**src/common/urx_pkg.sv**
```systemverilog
// Purpose: Constants and types for the serial receive, error and wake block.
// Assumes: 32-bit Avalon-MM register window, byte addresses, one word per register.
// Notes:   Transmitter status enters as plain levels; only its status bits and interrupt gating live here.
// How it works
// Noise flag rises with data-available; word still stored
// Noise clears after status read, buffer read
// Low stop bit sets framing error
// Framing error stored with word; reset clears
// Parity mismatch sets parity error when enabled
// Parity error stored with word; reset clears
// Software reads word flags before the word
// Six interrupt sources feed the request
// Request is an active-low one-cycle pulse
// Own enables for transmit, shared receive enable
// Address detect interrupts, no flag
// Receive-line wake interrupts, no flag
// Status flags read-only, cleared by accesses
// Address mode: interrupt only on high msb
// Without address mode: interrupt every word
// Software disables parity in address mode
// Stopped clock freezes all receive activity
// Power-down leaves all registers unchanged
// Software lets transfers finish before power-down
// Enabled falling receive edge wakes processor
// Ignore receive data during start-up interval
// Wake interrupt needs global, port enables
// Three-sample majority at sixteen times baud
// Overrun sets flag, keeps buffer, drops word
// Outer enables mask request, flags untouched
package urx_pkg;

  // Register byte offsets
  localparam logic [4:0] OFS_STATUS   = 5'h00;
  localparam logic [4:0] OFS_CTRL_ONE = 5'h04;
  localparam logic [4:0] OFS_CTRL_TWO = 5'h08;
  localparam logic [4:0] OFS_RX_BUF   = 5'h0C;
  localparam logic [4:0] OFS_BAUD     = 5'h10;

  // Status register bit positions
  localparam int ST_AVAIL = 0;
  localparam int ST_OVR   = 1;
  localparam int ST_FRM   = 2;
  localparam int ST_PAR   = 3;
  localparam int ST_NOISE = 4;
  localparam int ST_RIDLE = 5;
  localparam int ST_TIDLE = 6;
  localparam int ST_TEMPTY = 7;

  // Control one bit positions (bit 0 is the read-only ninth data bit)
  localparam int C1_RX8    = 0;
  localparam int C1_STOP2  = 3;
  localparam int C1_ODD    = 4;
  localparam int C1_PAR_ON = 5;
  localparam int C1_NINE   = 6;
  localparam int C1_PORT   = 7;

  // Control two bit positions
  localparam int C2_RX_ON  = 2;
  localparam int C2_ADDR   = 3;
  localparam int C2_WAKE   = 4;
  localparam int C2_RXIE   = 5;
  localparam int C2_TIIE   = 6;
  localparam int C2_TEIE   = 7;

  // Reset values
  localparam logic [7:0] CTRL_ONE_RST = 8'h00;
  localparam logic [7:0] CTRL_TWO_RST = 8'h00;
  localparam logic [7:0] BAUD_RST     = 8'h00;

  // Oversampling: sixteen ticks per bit, votes at ticks 7, 8, 9
  localparam logic [3:0] OS_FIRST = 4'h7;
  localparam logic [3:0] OS_LAST  = 4'hF;

  // Start-up interval after a wake, in system clock cycles
  localparam logic [10:0] STARTUP_CYC = 11'h400;

  // Receiver states
  typedef enum logic [2:0] {RX_IDLE, RX_START, RX_DATA, RX_PARITY, RX_STOP1, RX_STOP2, RX_WAIT_HIGH} urx_state_t;

  // Buffered word: parity error, framing error, nine data bits
  typedef logic [10:0] urx_entry_t;

endpackage

```
**src/verilog/urx_core.sv**
```systemverilog
// Purpose: Serial receiver with error flags, two-word buffer, interrupt pulse and line wake.
// Assumes: All inputs synchronous to clk_sys_i; 20 MHz system clock; pwr_down_i marks a stopped clock.
// Notes:   Registers answer one cycle after a request is seen; waitrequest is high in between.
//
// Design decisions made here: register access over Avalon-MM and the register offsets.
`timescale 1ns/1ps
module urx_core (
  input  wire logic        clk_sys_i,       // System clock
  input  wire logic        rst_i,           // Synchronous reset, active high
  input  wire logic [4:0]  address_i,       // Avalon byte address
  input  wire logic        read_i,          // Avalon read
  input  wire logic        write_i,         // Avalon write
  input  wire logic [3:0]  byteenable_i,    // Avalon byte enables
  input  wire logic [31:0] writedata_i,     // Avalon write data
  output logic      [31:0] readdata_o,      // Avalon read data
  output logic             waitrequest_o,   // Avalon wait
  input  wire logic        rx_i,            // Serial receive line
  input  wire logic        tx_empty_i,      // Transmit buffer empty level
  input  wire logic        tx_idle_i,       // Transmitter idle level
  input  wire logic        global_irq_enable_i, // Processor global enable
  input  wire logic        port_irq_enable_i,   // Interrupt-controller enable for this port
  input  wire logic        pwr_down_i,      // Processor in power-down
  output logic             wake_o,          // Wake request pulse
  output logic             irq_n_o          // Interrupt request, active low pulse
);

  ////////////////////////////////////////////////////////////////////////////
  // State record
  typedef struct packed {
    logic                        ack;        // Bus answer cycle
    logic [31:0]                 rdata;      // Registered read data
    logic [7:0]                  ctrl1;      // Control one (bit 0 unused here)
    logic [7:0]                  ctrl2;      // Control two
    logic [7:0]                  baud;       // Baud divisor
    logic                        armed;      // Status access seen
    logic                        noise;      // Sticky noise flag
    logic                        ovr;        // Sticky overrun flag
    logic [1:0]                  cnt;        // Words buffered
    logic                        wp;         // Write slot
    logic                        rp;         // Read slot
    logic [1:0][10:0]            fifo;       // Two-word buffer
    urx_pkg::urx_state_t         rstate;     // Receiver state
    logic [7:0]                  tick_cnt;   // Divider toward 16x tick
    logic [3:0]                  os_cnt;     // Tick within bit
    logic [2:0]                  votes;      // Three line samples
    logic [3:0]                  bitn;       // Data bit index
    logic [8:0]                  shift;      // Receive shift register
    logic                        par_bit;    // Received parity bit
    logic                        noisy;      // Noise seen in this frame
    logic                        rx_prev;    // Line one cycle ago
    logic                        txe_prev;   // Transmit empty one cycle ago
    logic                        txi_prev;   // Transmit idle one cycle ago
    logic [10:0]                 startup;    // Start-up counter
    logic                        starting;   // Start-up interval running
    logic                        irq_n;      // Interrupt pulse
    logic                        wake;       // Wake pulse
  } urx_core_state_t;

  urx_core_state_t st;       // Registered state
  urx_core_state_t next_st;  // Next state

  ////////////////////////////////////////////////////////////////////////////
  // Helpers

  // Majority of three samples
  function automatic logic maj3(input logic [2:0] v);
    maj3 = (v[0] & v[1]) | (v[0] & v[2]) | (v[1] & v[2]);
  endfunction

  // Most significant received bit for the word length in force
  function automatic logic word_msb(input logic [8:0] w, input logic nine);
    word_msb = nine ? w[8] : w[7];
  endfunction

  ////////////////////////////////////////////////////////////////////////////
  // Next-state logic
  always_comb begin
    logic req;           // Bus request present
    logic take;          // Request accepted this edge
    logic hit_rd_buf;    // Accepted receive buffer read
    logic pop;           // Word leaves the buffer
    logic tick;          // 16x oversampling tick
    logic v;             // Voted bit
    logic done;          // Frame complete
    logic bad_stop;      // Framing error of frame
    logic bad_par;       // Parity error of frame
    logic push;          // Word enters the buffer
    logic ovr_evt;       // Overrun happened
    logic avail_evt;     // Qualified data-available event
    logic wake_ok;       // Wake conditions met
    logic wake_irq;      // Wake interrupt event
    logic run;           // Receiver allowed to run
    logic ev;            // Any enabled interrupt event
    urx_pkg::urx_entry_t head; // Oldest buffered word
    req = 1'b0;
    take = 1'b0;
    hit_rd_buf = 1'b0;
    pop = 1'b0;
    tick = 1'b0;
    v = 1'b0;
    done = 1'b0;
    bad_stop = 1'b0;
    bad_par = 1'b0;
    push = 1'b0;
    ovr_evt = 1'b0;
    avail_evt = 1'b0;
    wake_irq = 1'b0;
    next_st = st;
    head = st.fifo[st.rp];

    // Bus slave: answer one cycle after the request appears
    req = read_i | write_i;
    take = req & st.ack;
    next_st.ack = req & ~st.ack;
    if (req && !st.ack) begin
      next_st.rdata = 32'h0000_0000;
      if (address_i == urx_pkg::OFS_STATUS) begin
        next_st.rdata[urx_pkg::ST_AVAIL] = (st.cnt != 2'h0);
        next_st.rdata[urx_pkg::ST_OVR]   = st.ovr;
        next_st.rdata[urx_pkg::ST_FRM]   = (st.cnt != 2'h0) & head[9];
        next_st.rdata[urx_pkg::ST_PAR]   = (st.cnt != 2'h0) & head[10];
        next_st.rdata[urx_pkg::ST_NOISE] = st.noise;
        next_st.rdata[urx_pkg::ST_RIDLE] = (st.rstate == urx_pkg::RX_IDLE);
        next_st.rdata[urx_pkg::ST_TIDLE] = tx_idle_i;
        next_st.rdata[urx_pkg::ST_TEMPTY] = tx_empty_i;
      end else if (address_i == urx_pkg::OFS_CTRL_ONE) begin
        next_st.rdata[7:0] = {st.ctrl1[7:1], head[8]};
      end else if (address_i == urx_pkg::OFS_CTRL_TWO) begin
        next_st.rdata[7:0] = st.ctrl2;
      end else if (address_i == urx_pkg::OFS_RX_BUF) begin
        next_st.rdata[7:0] = head[7:0];
      end else if (address_i == urx_pkg::OFS_BAUD) begin
        next_st.rdata[7:0] = st.baud;
      end
    end

    // Writes land at the accepting edge; status is not writable
    if (take && write_i && byteenable_i[0]) begin
      if (address_i == urx_pkg::OFS_CTRL_ONE) begin
        next_st.ctrl1 = {writedata_i[7:1], 1'b0};
      end else if (address_i == urx_pkg::OFS_CTRL_TWO) begin
        next_st.ctrl2 = writedata_i[7:0];
      end else if (address_i == urx_pkg::OFS_BAUD) begin
        next_st.baud = writedata_i[7:0];
      end
    end

    // Clearing sequence: status access arms, buffer read completes it
    hit_rd_buf = take & read_i & (address_i == urx_pkg::OFS_RX_BUF);
    if (take && address_i == urx_pkg::OFS_STATUS) begin
      next_st.armed = 1'b1;
    end else if (hit_rd_buf) begin
      next_st.armed = 1'b0;
    end
    if (hit_rd_buf && st.armed) begin
      next_st.noise = 1'b0;
      next_st.ovr = 1'b0;
      pop = (st.cnt != 2'h0);
    end
    if (pop) begin
      next_st.rp = ~st.rp;
    end

    // A stopped clock freezes the receiver; nothing else changes
    run = st.ctrl1[urx_pkg::C1_PORT] & st.ctrl2[urx_pkg::C2_RX_ON] & ~pwr_down_i & ~st.starting;

    // Oversampling tick from the baud divisor
    if (pwr_down_i) begin
      tick = 1'b0;
    end else if (st.tick_cnt >= st.baud) begin
      tick = 1'b1;
      next_st.tick_cnt = 8'h00;
    end else begin
      next_st.tick_cnt = st.tick_cnt + 8'h01;
    end

    // Receiver: three votes mid-bit, decided on the last tick
    v = maj3(st.votes);
    if (!run) begin
      if (!pwr_down_i) begin
        next_st.rstate = urx_pkg::RX_IDLE;
      end
    end else if (tick) begin
      if (st.rstate == urx_pkg::RX_IDLE) begin
        if (!rx_i) begin
          next_st.rstate = urx_pkg::RX_START;
          next_st.os_cnt = 4'h0;
          next_st.noisy = 1'b0;
        end
      end else if (st.rstate == urx_pkg::RX_WAIT_HIGH) begin
        if (rx_i) begin
          next_st.rstate = urx_pkg::RX_IDLE;              // Break ends only on a high line
        end
      end else begin
        next_st.os_cnt = st.os_cnt + 4'h1;
        if (st.os_cnt >= urx_pkg::OS_FIRST && st.os_cnt < urx_pkg::OS_FIRST + 4'h3) begin
          next_st.votes[2'(st.os_cnt - urx_pkg::OS_FIRST)] = rx_i;
        end
        if (st.os_cnt == urx_pkg::OS_LAST) begin
          if (st.votes != 3'h0 && st.votes != 3'h7) begin
            next_st.noisy = 1'b1;
          end
          case (st.rstate)
            urx_pkg::RX_START: begin
              next_st.rstate = v ? urx_pkg::RX_IDLE : urx_pkg::RX_DATA;
              next_st.bitn = 4'h0;
            end
            urx_pkg::RX_DATA: begin
              next_st.shift[st.bitn] = v;
              next_st.bitn = st.bitn + 4'h1;
              if (st.bitn == (st.ctrl1[urx_pkg::C1_NINE] ? 4'h8 : 4'h7)) begin
                if (st.ctrl1[urx_pkg::C1_PAR_ON]) begin
                  next_st.rstate = urx_pkg::RX_PARITY;
                end else begin
                  next_st.rstate = urx_pkg::RX_STOP1;
                end
              end
            end
            urx_pkg::RX_PARITY: begin
              next_st.par_bit = v;
              next_st.rstate = urx_pkg::RX_STOP1;
            end
            urx_pkg::RX_STOP1: begin
              if (v && st.ctrl1[urx_pkg::C1_STOP2]) begin
                next_st.rstate = urx_pkg::RX_STOP2;
              end else begin
                done = 1'b1;
                bad_stop = ~v;
              end
            end
            urx_pkg::RX_STOP2: begin
              done = 1'b1;
              bad_stop = ~v;
            end
            default: begin
              next_st.rstate = urx_pkg::RX_IDLE;
            end
          endcase
        end
      end
    end

    // Frame end: store the word with its own error bits
    if (done) begin
      next_st.rstate = bad_stop ? urx_pkg::RX_WAIT_HIGH : urx_pkg::RX_IDLE;
      if (!st.ctrl1[urx_pkg::C1_NINE]) begin
        next_st.shift[8] = 1'b0;
      end
      bad_par = st.ctrl1[urx_pkg::C1_PAR_ON]
             & ((^next_st.shift) ^ st.par_bit ^ st.ctrl1[urx_pkg::C1_ODD]);
      if (st.cnt == 2'h2) begin
        ovr_evt = 1'b1;
        next_st.ovr = 1'b1;
      end else begin
        push = 1'b1;
        next_st.fifo[st.wp] = {bad_par, bad_stop, next_st.shift};
        next_st.wp = ~st.wp;
        if (next_st.noisy) begin
          next_st.noise = 1'b1;
        end
        avail_evt = ~st.ctrl2[urx_pkg::C2_ADDR]
                    | word_msb(next_st.shift, st.ctrl1[urx_pkg::C1_NINE]);
      end
    end
    next_st.cnt = st.cnt + {1'b0, push} - {1'b0, pop};

    // Receive-line wake and start-up interval
    wake_ok = st.ctrl2[urx_pkg::C2_WAKE] & st.ctrl1[urx_pkg::C1_PORT]
              & st.ctrl2[urx_pkg::C2_RX_ON] & st.ctrl2[urx_pkg::C2_RXIE];
    next_st.rx_prev = rx_i;
    next_st.wake = pwr_down_i & wake_ok & st.rx_prev & ~rx_i;
    if (st.wake) begin
      next_st.starting = 1'b1;
      next_st.startup = 11'h000;
    end else if (st.starting) begin
      if (st.startup == urx_pkg::STARTUP_CYC - 11'h001) begin
        next_st.starting = 1'b0;
        wake_irq = st.ctrl2[urx_pkg::C2_WAKE] & st.ctrl2[urx_pkg::C2_RXIE];
      end else begin
        next_st.startup = st.startup + 11'h001;
      end
    end

    // Interrupt pulse from the six sources
    next_st.txe_prev = tx_empty_i;
    next_st.txi_prev = tx_idle_i;
    ev = (tx_empty_i & ~st.txe_prev & st.ctrl2[urx_pkg::C2_TEIE])
       | (tx_idle_i & ~st.txi_prev & st.ctrl2[urx_pkg::C2_TIIE])
       | ((avail_evt | ovr_evt) & st.ctrl2[urx_pkg::C2_RXIE])
       | wake_irq;
    next_st.irq_n = ~(ev & global_irq_enable_i & port_irq_enable_i);
  end

  ////////////////////////////////////////////////////////////////////////////
  // State register
  always_ff @(posedge clk_sys_i) begin
    if (rst_i) begin
      next_st_reset();
    end else begin
      st <= next_st;
    end
  end

  // Reset values of the whole record
  task automatic next_st_reset();
    st          <= '0;
    st.ctrl1    <= urx_pkg::CTRL_ONE_RST;
    st.ctrl2    <= urx_pkg::CTRL_TWO_RST;
    st.baud     <= urx_pkg::BAUD_RST;
    st.rstate   <= urx_pkg::RX_IDLE;
    st.rx_prev  <= 1'b1;
    st.txe_prev <= 1'b1;
    st.txi_prev <= 1'b1;
    st.irq_n    <= 1'b1;
  endtask

  ////////////////////////////////////////////////////////////////////////////
  // Outputs
  assign readdata_o    = st.rdata;
  assign waitrequest_o = (read_i | write_i) & ~st.ack;
  assign wake_o        = st.wake;
  assign irq_n_o       = st.irq_n;

endmodule

```
**config.mk**
```make
export PLATFORM = sky130hd
export DESIGN_NAME = urx_core
export DESIGN_NICKNAME = d
export VERILOG_FILES = /design/src/common/urx_pkg.sv /design/src/verilog/urx_core.sv
export SDC_FILE = /design/constraint.sdc
export NUM_CORES = 1
export LEC_CHECK = 0
export BUFFER_PORTS_ARGS = -buffer_cell sky130_fd_sc_hd__buf_2
export CORE_UTILIZATION = 25
export DETAILED_ROUTE_END_ITERATION = 12
export GPL_TIMING_DRIVEN = 0
export SLEW_MARGIN = 20
export SYNTH_ARGS = -nofsm -noshare
export SYNTH_HDL_FRONTEND = slang
export SYNTH_SLANG_ARGS = --single-unit
```
**constraint.sdc**
```tcl
create_clock -name clk_sys_i -period 3.6 [get_ports clk_sys_i]
set_input_delay 0.9 -clock clk_sys_i [delete_from_list [all_inputs] [get_ports clk_sys_i]]
set_output_delay 0.9 -clock clk_sys_i [all_outputs]
set_load 0.005 [all_outputs]
```
After elaboration in Yosys (flattened, before gate mapping)
Index checks and enable logic that the tools add are counted.
{"block": "op_classes", "reduce_logical": 30, "addsub": 7, "shifts": 0, "eq_ne": 25, "bitwise_logic": 54, "n_lt_le_gt_ge": 10, "n_div": 0, "n_mul": 0, "muxes": 87}
{"operator": "11-bit two-way mux", "n": 5}
{"operator": "8-bit two-way mux", "n": 6}
{"operator": "1-bit two-way mux", "n": 42}
{"operator": "3-bit two-way mux", "n": 14}
{"operator": "1-bit bitwise AND", "n": 27}
{"operator": "22-bit bitwise mux", "n": 1}
{"operator": "22-bit two-way mux", "n": 1}
{"operator": "1-bit NOT", "n": 17}
{"operator": "15-bit two-way mux", "n": 1}
{"operator": "3-bit case mux with 5 select lines", "n": 1}
{"operator": "4-bit two-way mux", "n": 3}
{"operator": "6-bit != test, second input constant", "n": 2}
{"operator": "6-bit AND reduction", "n": 2}
{"operator": "11-bit by 1-bit adder with 11-bit output, second input constant", "n": 1}
{"operator": "11-bit demux with 1-bit select", "n": 1}
{"operator": "11-bit by 10-bit equality test with 1-bit output, second input constant", "n": 1}
{"operator": "1-bit logical AND", "n": 11}
{"operator": "5-bit by 4-bit equality test with 1-bit output, second input constant", "n": 2}
{"operator": "10-bit two-way mux", "n": 1}
{"operator": "9-bit bitwise mux", "n": 1}
{"operator": "3-bit equality test, second input constant", "n": 3}
{"operator": "9-bit two-way mux", "n": 1}
{"operator": "9-bit parity", "n": 1}
{"operator": "4-bit by 1-bit adder with 4-bit output, second input constant", "n": 2}
{"operator": "46 further kinds", "n": 66}
{"block": "totals", "ram_bits": 0, "register_bits": 111, "word_cells": 241, "mem_count": 0, "latchBits": 0, "inputBits": 51, "output_inout_bits": 35, "mem_bits_ro": 0}

Longest topological paths before layout
{"block": "logic_depth", "word_depth": 24, "mapped_depth": 14, "depth_no_buf": 14}

Worst setup path after synthesis
No wires, ideal clock.
{"block": "synth_path", "path_kind": "input -> register", "start": "input port pwr_down_i", "end": "register st[60] in the netlist's numbering", "stages": 10, "n_path_buf": 2, "arrival_ns": 2.999, "setup_ns": 0.126, "required_time_ns": 3.474, "path_slack_ns": 0.475, "path_cell_list": "clkbuf_1 -> or3_1 -> clkbuf_1 -> nor4_1 -> and3_1 -> o21ai_1 -> xnor2_1 -> xnor3_1 -> nand3_1 -> o211ai_1"}
{"block": "synth_between", "elab_chain_len": 11, "elab_cells_between_ends": 16, "cone_classes": "mux: 8; bitwise: 6; reduce/logical: 2"}
{"item": "start, declared", "line_no": "urx_core.sv:22", "source": "input wire logic pwr_down_i,"}
{"item": "1-bit NOT", "line_no": "urx_core.sv:165", "source": "run = st.ctrl1[urx_pkg::C1_PORT] & st.ctrl2[urx_pkg::C2_RX_ON] & ~pwr_down_i & ~st.starting;"}
{"item": "1-bit bitwise AND (2 in a row)", "line_no": "urx_core.sv:165"}
{"item": "11-bit two-way mux", "line_no": "urx_core.sv:179", "source": "if (!run) begin"}
{"item": "1-bit two-way mux", "line_no": "urx_core.sv:246", "source": "if (!st.ctrl1[urx_pkg::C1_NINE]) begin"}
{"item": "1-bit two-way mux", "line_no": "urx_core.sv:244", "source": "if (done) begin"}
{"item": "9-bit parity", "line_no": "urx_core.sv:250", "source": "& ((^next_st.shift) ^ st.par_bit ^ st.ctrl1[urx_pkg::C1_ODD]);"}
{"item": "1-bit bitwise XOR (2 in a row)", "line_no": "urx_core.sv:250"}
{"item": "1-bit bitwise AND", "line_no": "urx_core.sv:250"}
{"item": "22-bit bitwise mux", "line_no": "urx_core.sv:256", "source": "next_st.fifo[st.wp] = {bad_par, bad_stop, next_st.shift};"}
{"item": "end signal, assigned", "line_no": "urx_core.sv:300", "source": "st <= next_st;"}
{"item": "end, declared", "line_no": "urx_core.sv:59", "source": "urx_core_state_t st;"}
Several ways; a longest one is shown, not always the timed one. The select of a mux whose other input is x is not followed.
A chain may end at the register's enable or synchronous reset.

Final worst setup path
Ends and elaborated chain as after synthesis.

==> summary.txt <==
Outcome
  – Status: finished, final reports clean

Clock tree
  – Clock latency on the worst-skew pair: 0.36 ns
  – Postcts setup bufs: 0
  – TritonCTS clock tree: built
  – Max Buffers Root-to-Sink: 2
  – Hold-fix buffers, CTS: 0
  – CTS Buf Count: 9
  – Resized cells post-CTS: 0
  – Reg clk slew, reported paths: 0.07 ns
  – CTS sink cnt: 111
  – CTS root buf: clkbuf_16
  – H-tree levels: 3

Route
  – Final wirelength: 14.78 mm
  – Routed vias: 4810
  – DR WL/cell: 14.32 µm
  – Initial drt markers: 305
  – Via density: 4.661
  – Antenna viol nets, final: 0
  – DRC: 0
  – TritonRoute pass-1 iters: 6

Power and ir drop
  – Pwr Total: 2.584 mW
  – P_leak: 2.631 nW
  – Maximum vdd drop: 248.8 µV
  – Logic pwr share: 0.055
  – Seq pwr share: 0.481
  – Power share of the clock group: 0.465
  – Internal Power: 2.007 mW
  – Switching pwr: 0.5763 mW
  – Sw frac: 0.2231
  – Pwr dens: 382.4 mW/mm²

Timing
  – Minimum clock period: 3.298 ns
  – Setup_tns: 0 ns
  – # setup viols final: 0
  – Final Skew: 0.007485 ns
  – Worst slew pin tran: 0.8592 ns
  – Period utilization: 0.9162
  – Final hold vios: 0
  – Worst relative slew slack: 0.4259
  – F_max: 0.3032 GHz
  – Final Slew Violations: 0

Die
  – Starting Density: 0.2552
  – CORE AREA: 0.02264 mm²
  – Die Wd: 154.0 µm
  – Top-level port count: 86
  – Chip Height: 154.0 µm
  – FP Rows: 55
  – Full die area: 0.02372 mm²

Setup path
  – Worst r2r path cells: 13
  – R2R Setup Slk: 0.32 ns
  – CP required: 3.84 ns
  – Worst Path Arrival: 3.54 ns
  – Crit path max fanout: 9
  – Crit path kind: input pin to flop
  – Critical Path Sink Type: flop
  – Critical Path Source Type: input pin

Global route
  – First-pass GRT wire length: 23.28 mm
  – Grt total ovfl: 0
  – Vias in the first global route: 4332
  – Total GRT Usage: 0.1249
  – Initial antenna violation count: 0
  – Largest net degree at the start of global routing: 20

Logic synthesis
  – Fraction of registers with async set/reset: 0
  – Cells after Synth: 675
  – Share of the synthesized area in the top cell type: 0.3847
  – Sequential fraction of the synthesis area: 0.3847
  – Cell area after synthesis: 0.005777 mm²
  – Synth unique cells: 60
  – Synth area leaders: dfxtp_1 38%, mux2i_1 7.5%, nor2_1 7.2%
  – #FFs+latches synth: 111
  – Syn avg cell area: 8.558 µm²
  – Post-synth EDFFs: 0
  – Synth Flop Type: dfxtp_1
  – Post-synth top area cell: dfxtp_1
  – Synth warnings: 0

Placed design
  – Hpwl dp: 11.07 mm
  – Port bufs: 33
  – Routability congestion estimate from global placement: 0.8479

Final layout
  – Post-layout net count: 812
  – Ratio of cells with drive above 1 in the final layout: 0.1379
  – Area Growth Syn to Fin: 16.96%
  – ANT cells: 0

Min path
  – Worst hold path class: flop to flop
  – Hold Path Depth: 2

Flow run
  – Max-Cap Viols: 0
[final cells by class]
type	instances	area, µm²
inverter	17	63.81
tap	285	356.6
multi-input combinational	508	3228
clock buffer	10	239.0
fill	2419	15880
timing repair buffer	33	165.2
sequential	111	2222
clock inverter	6	121.4
buffer	62	360.3
[per-stage QoR]
stage | util | cell area, µm² | cells | worst slack [ns] | hold WS [ns]
2_1_floorplan | - | 5863 | 698 | 0.4746 | 0.4102
3_3_place_gp | 0.2820 | 6385 | 1016 | -0.1278 | 0.4334
3_5_place_dp | 0.2820 | 6385 | 1016 | -0.1257 | 0.4418
4_1_cts | 0.2979 | 6745 | 1032 | 0.1408 | 0.4553
5_1_grt | 0.2984 | 6756 | 1032 | -0.01313 | 0.4724
6_report | 0.2984 | 6756 | 1032 | 0.3018 | 0.4575
[synthesized netlist by cell type, drive strengths merged, types with 17 or more instances]
library cell,n
mux2i,47
nand3,23
a21oi,33
xnor2,21
buf,36
ha,19
nor3,19
nand2,46
inv,17
clkbuf,26
o21ai,23
dfxtp,111
nor2,111
[power groups by stage]
stage	Clock, mW	Combinational, mW	Sequential (mW)
after floorplan	0	0.0863	1.27
after global placement	0	0.140	1.27
after detailed placement	0	0.141	1.27
after CTS	1.22	0.141	1.24
after global routing	1.27	0.155	1.24
final	1.20	0.141	1.24
[per-layer routing]
layer,GRT usage,vias up,part of all wire
met4,0.04905,0,0.017
met3,0.01240,18,0.045
met1,0.1659,2226,0.47
li1,-,2447,-
met2,0.2076,119,0.47
met5,0,-,0
[registers in the layout (all words and copies together) (netlist names)]
register	cells
irq_n_o	1
wake_o	1
readdata_o	8
st	101
[placed cells by master (no fill, tap or decap), types with 5 or more instances in the layout]
cell	count
nor2b_1	6
a222oi_1	5
nor2_1	111
or3_1	7
xnor2_1	21
nand3b_1	5
nand4_1	10
nand3_1	23
nor3_1	17
nor4_1	7
buf_2	33
nand2_1	46
nand4b_1	6
o21ai_0	21
ha_1	19
nand2b_1	6
a311oi_1	6
buf_4	32
a21oi_1	33
a211oi_1	8
and3_1	13
dfxtp_1	111
clkbuf_1	26
or2_2	9
inv_1	17
xor2_1	14
clkbuf_16	9
mux2i_1	43
conb_1	24
[cells by family (layout without fill, tap and decap cells)]
kind of cell	count (synthesis)	after routing	share of synthesized area
and+or+nand+nor	277	277	0.2318
other	1	24	0.0006491
adders and majority gates	20	20	0.04289
buffers and inverters	79	128	0.07342
muxes	48	48	0.08750
AOI/OAI and AO/OA	103	103	0.1222
xor gates and xnor gates	36	36	0.05696
DFF	111	111	0.3847
[path summary, 6_finish.rpt]
kind	to	from
worst max-delay path	st[60]$_SDFFE_PP0P_	pwr_down_i
worst min-delay path	st[62]$_SDFFE_PP0P_	st[62]$_SDFFE_PP0P_
worst max register to register	st[75]$_SDFF_PP0_	st[86]$_SDFFE_PP0P_
worst min register to register	st[62]$_SDFFE_PP0P_	st[62]$_SDFFE_PP0P_
[worst max-delay path, stage by stage]
cell and delay [ns]:
clkbuf_1 0.20, or3_1 0.41, clkbuf_1 0.23, nor4_1 0.46
a21boi_1 0.14, o21ai_1 0.34, xnor2_1 0.21, xnor3_1 0.48
nand3_1 0.08, o211ai_1 0.08
No activity file was read; power rests on OpenSTA's default activity.
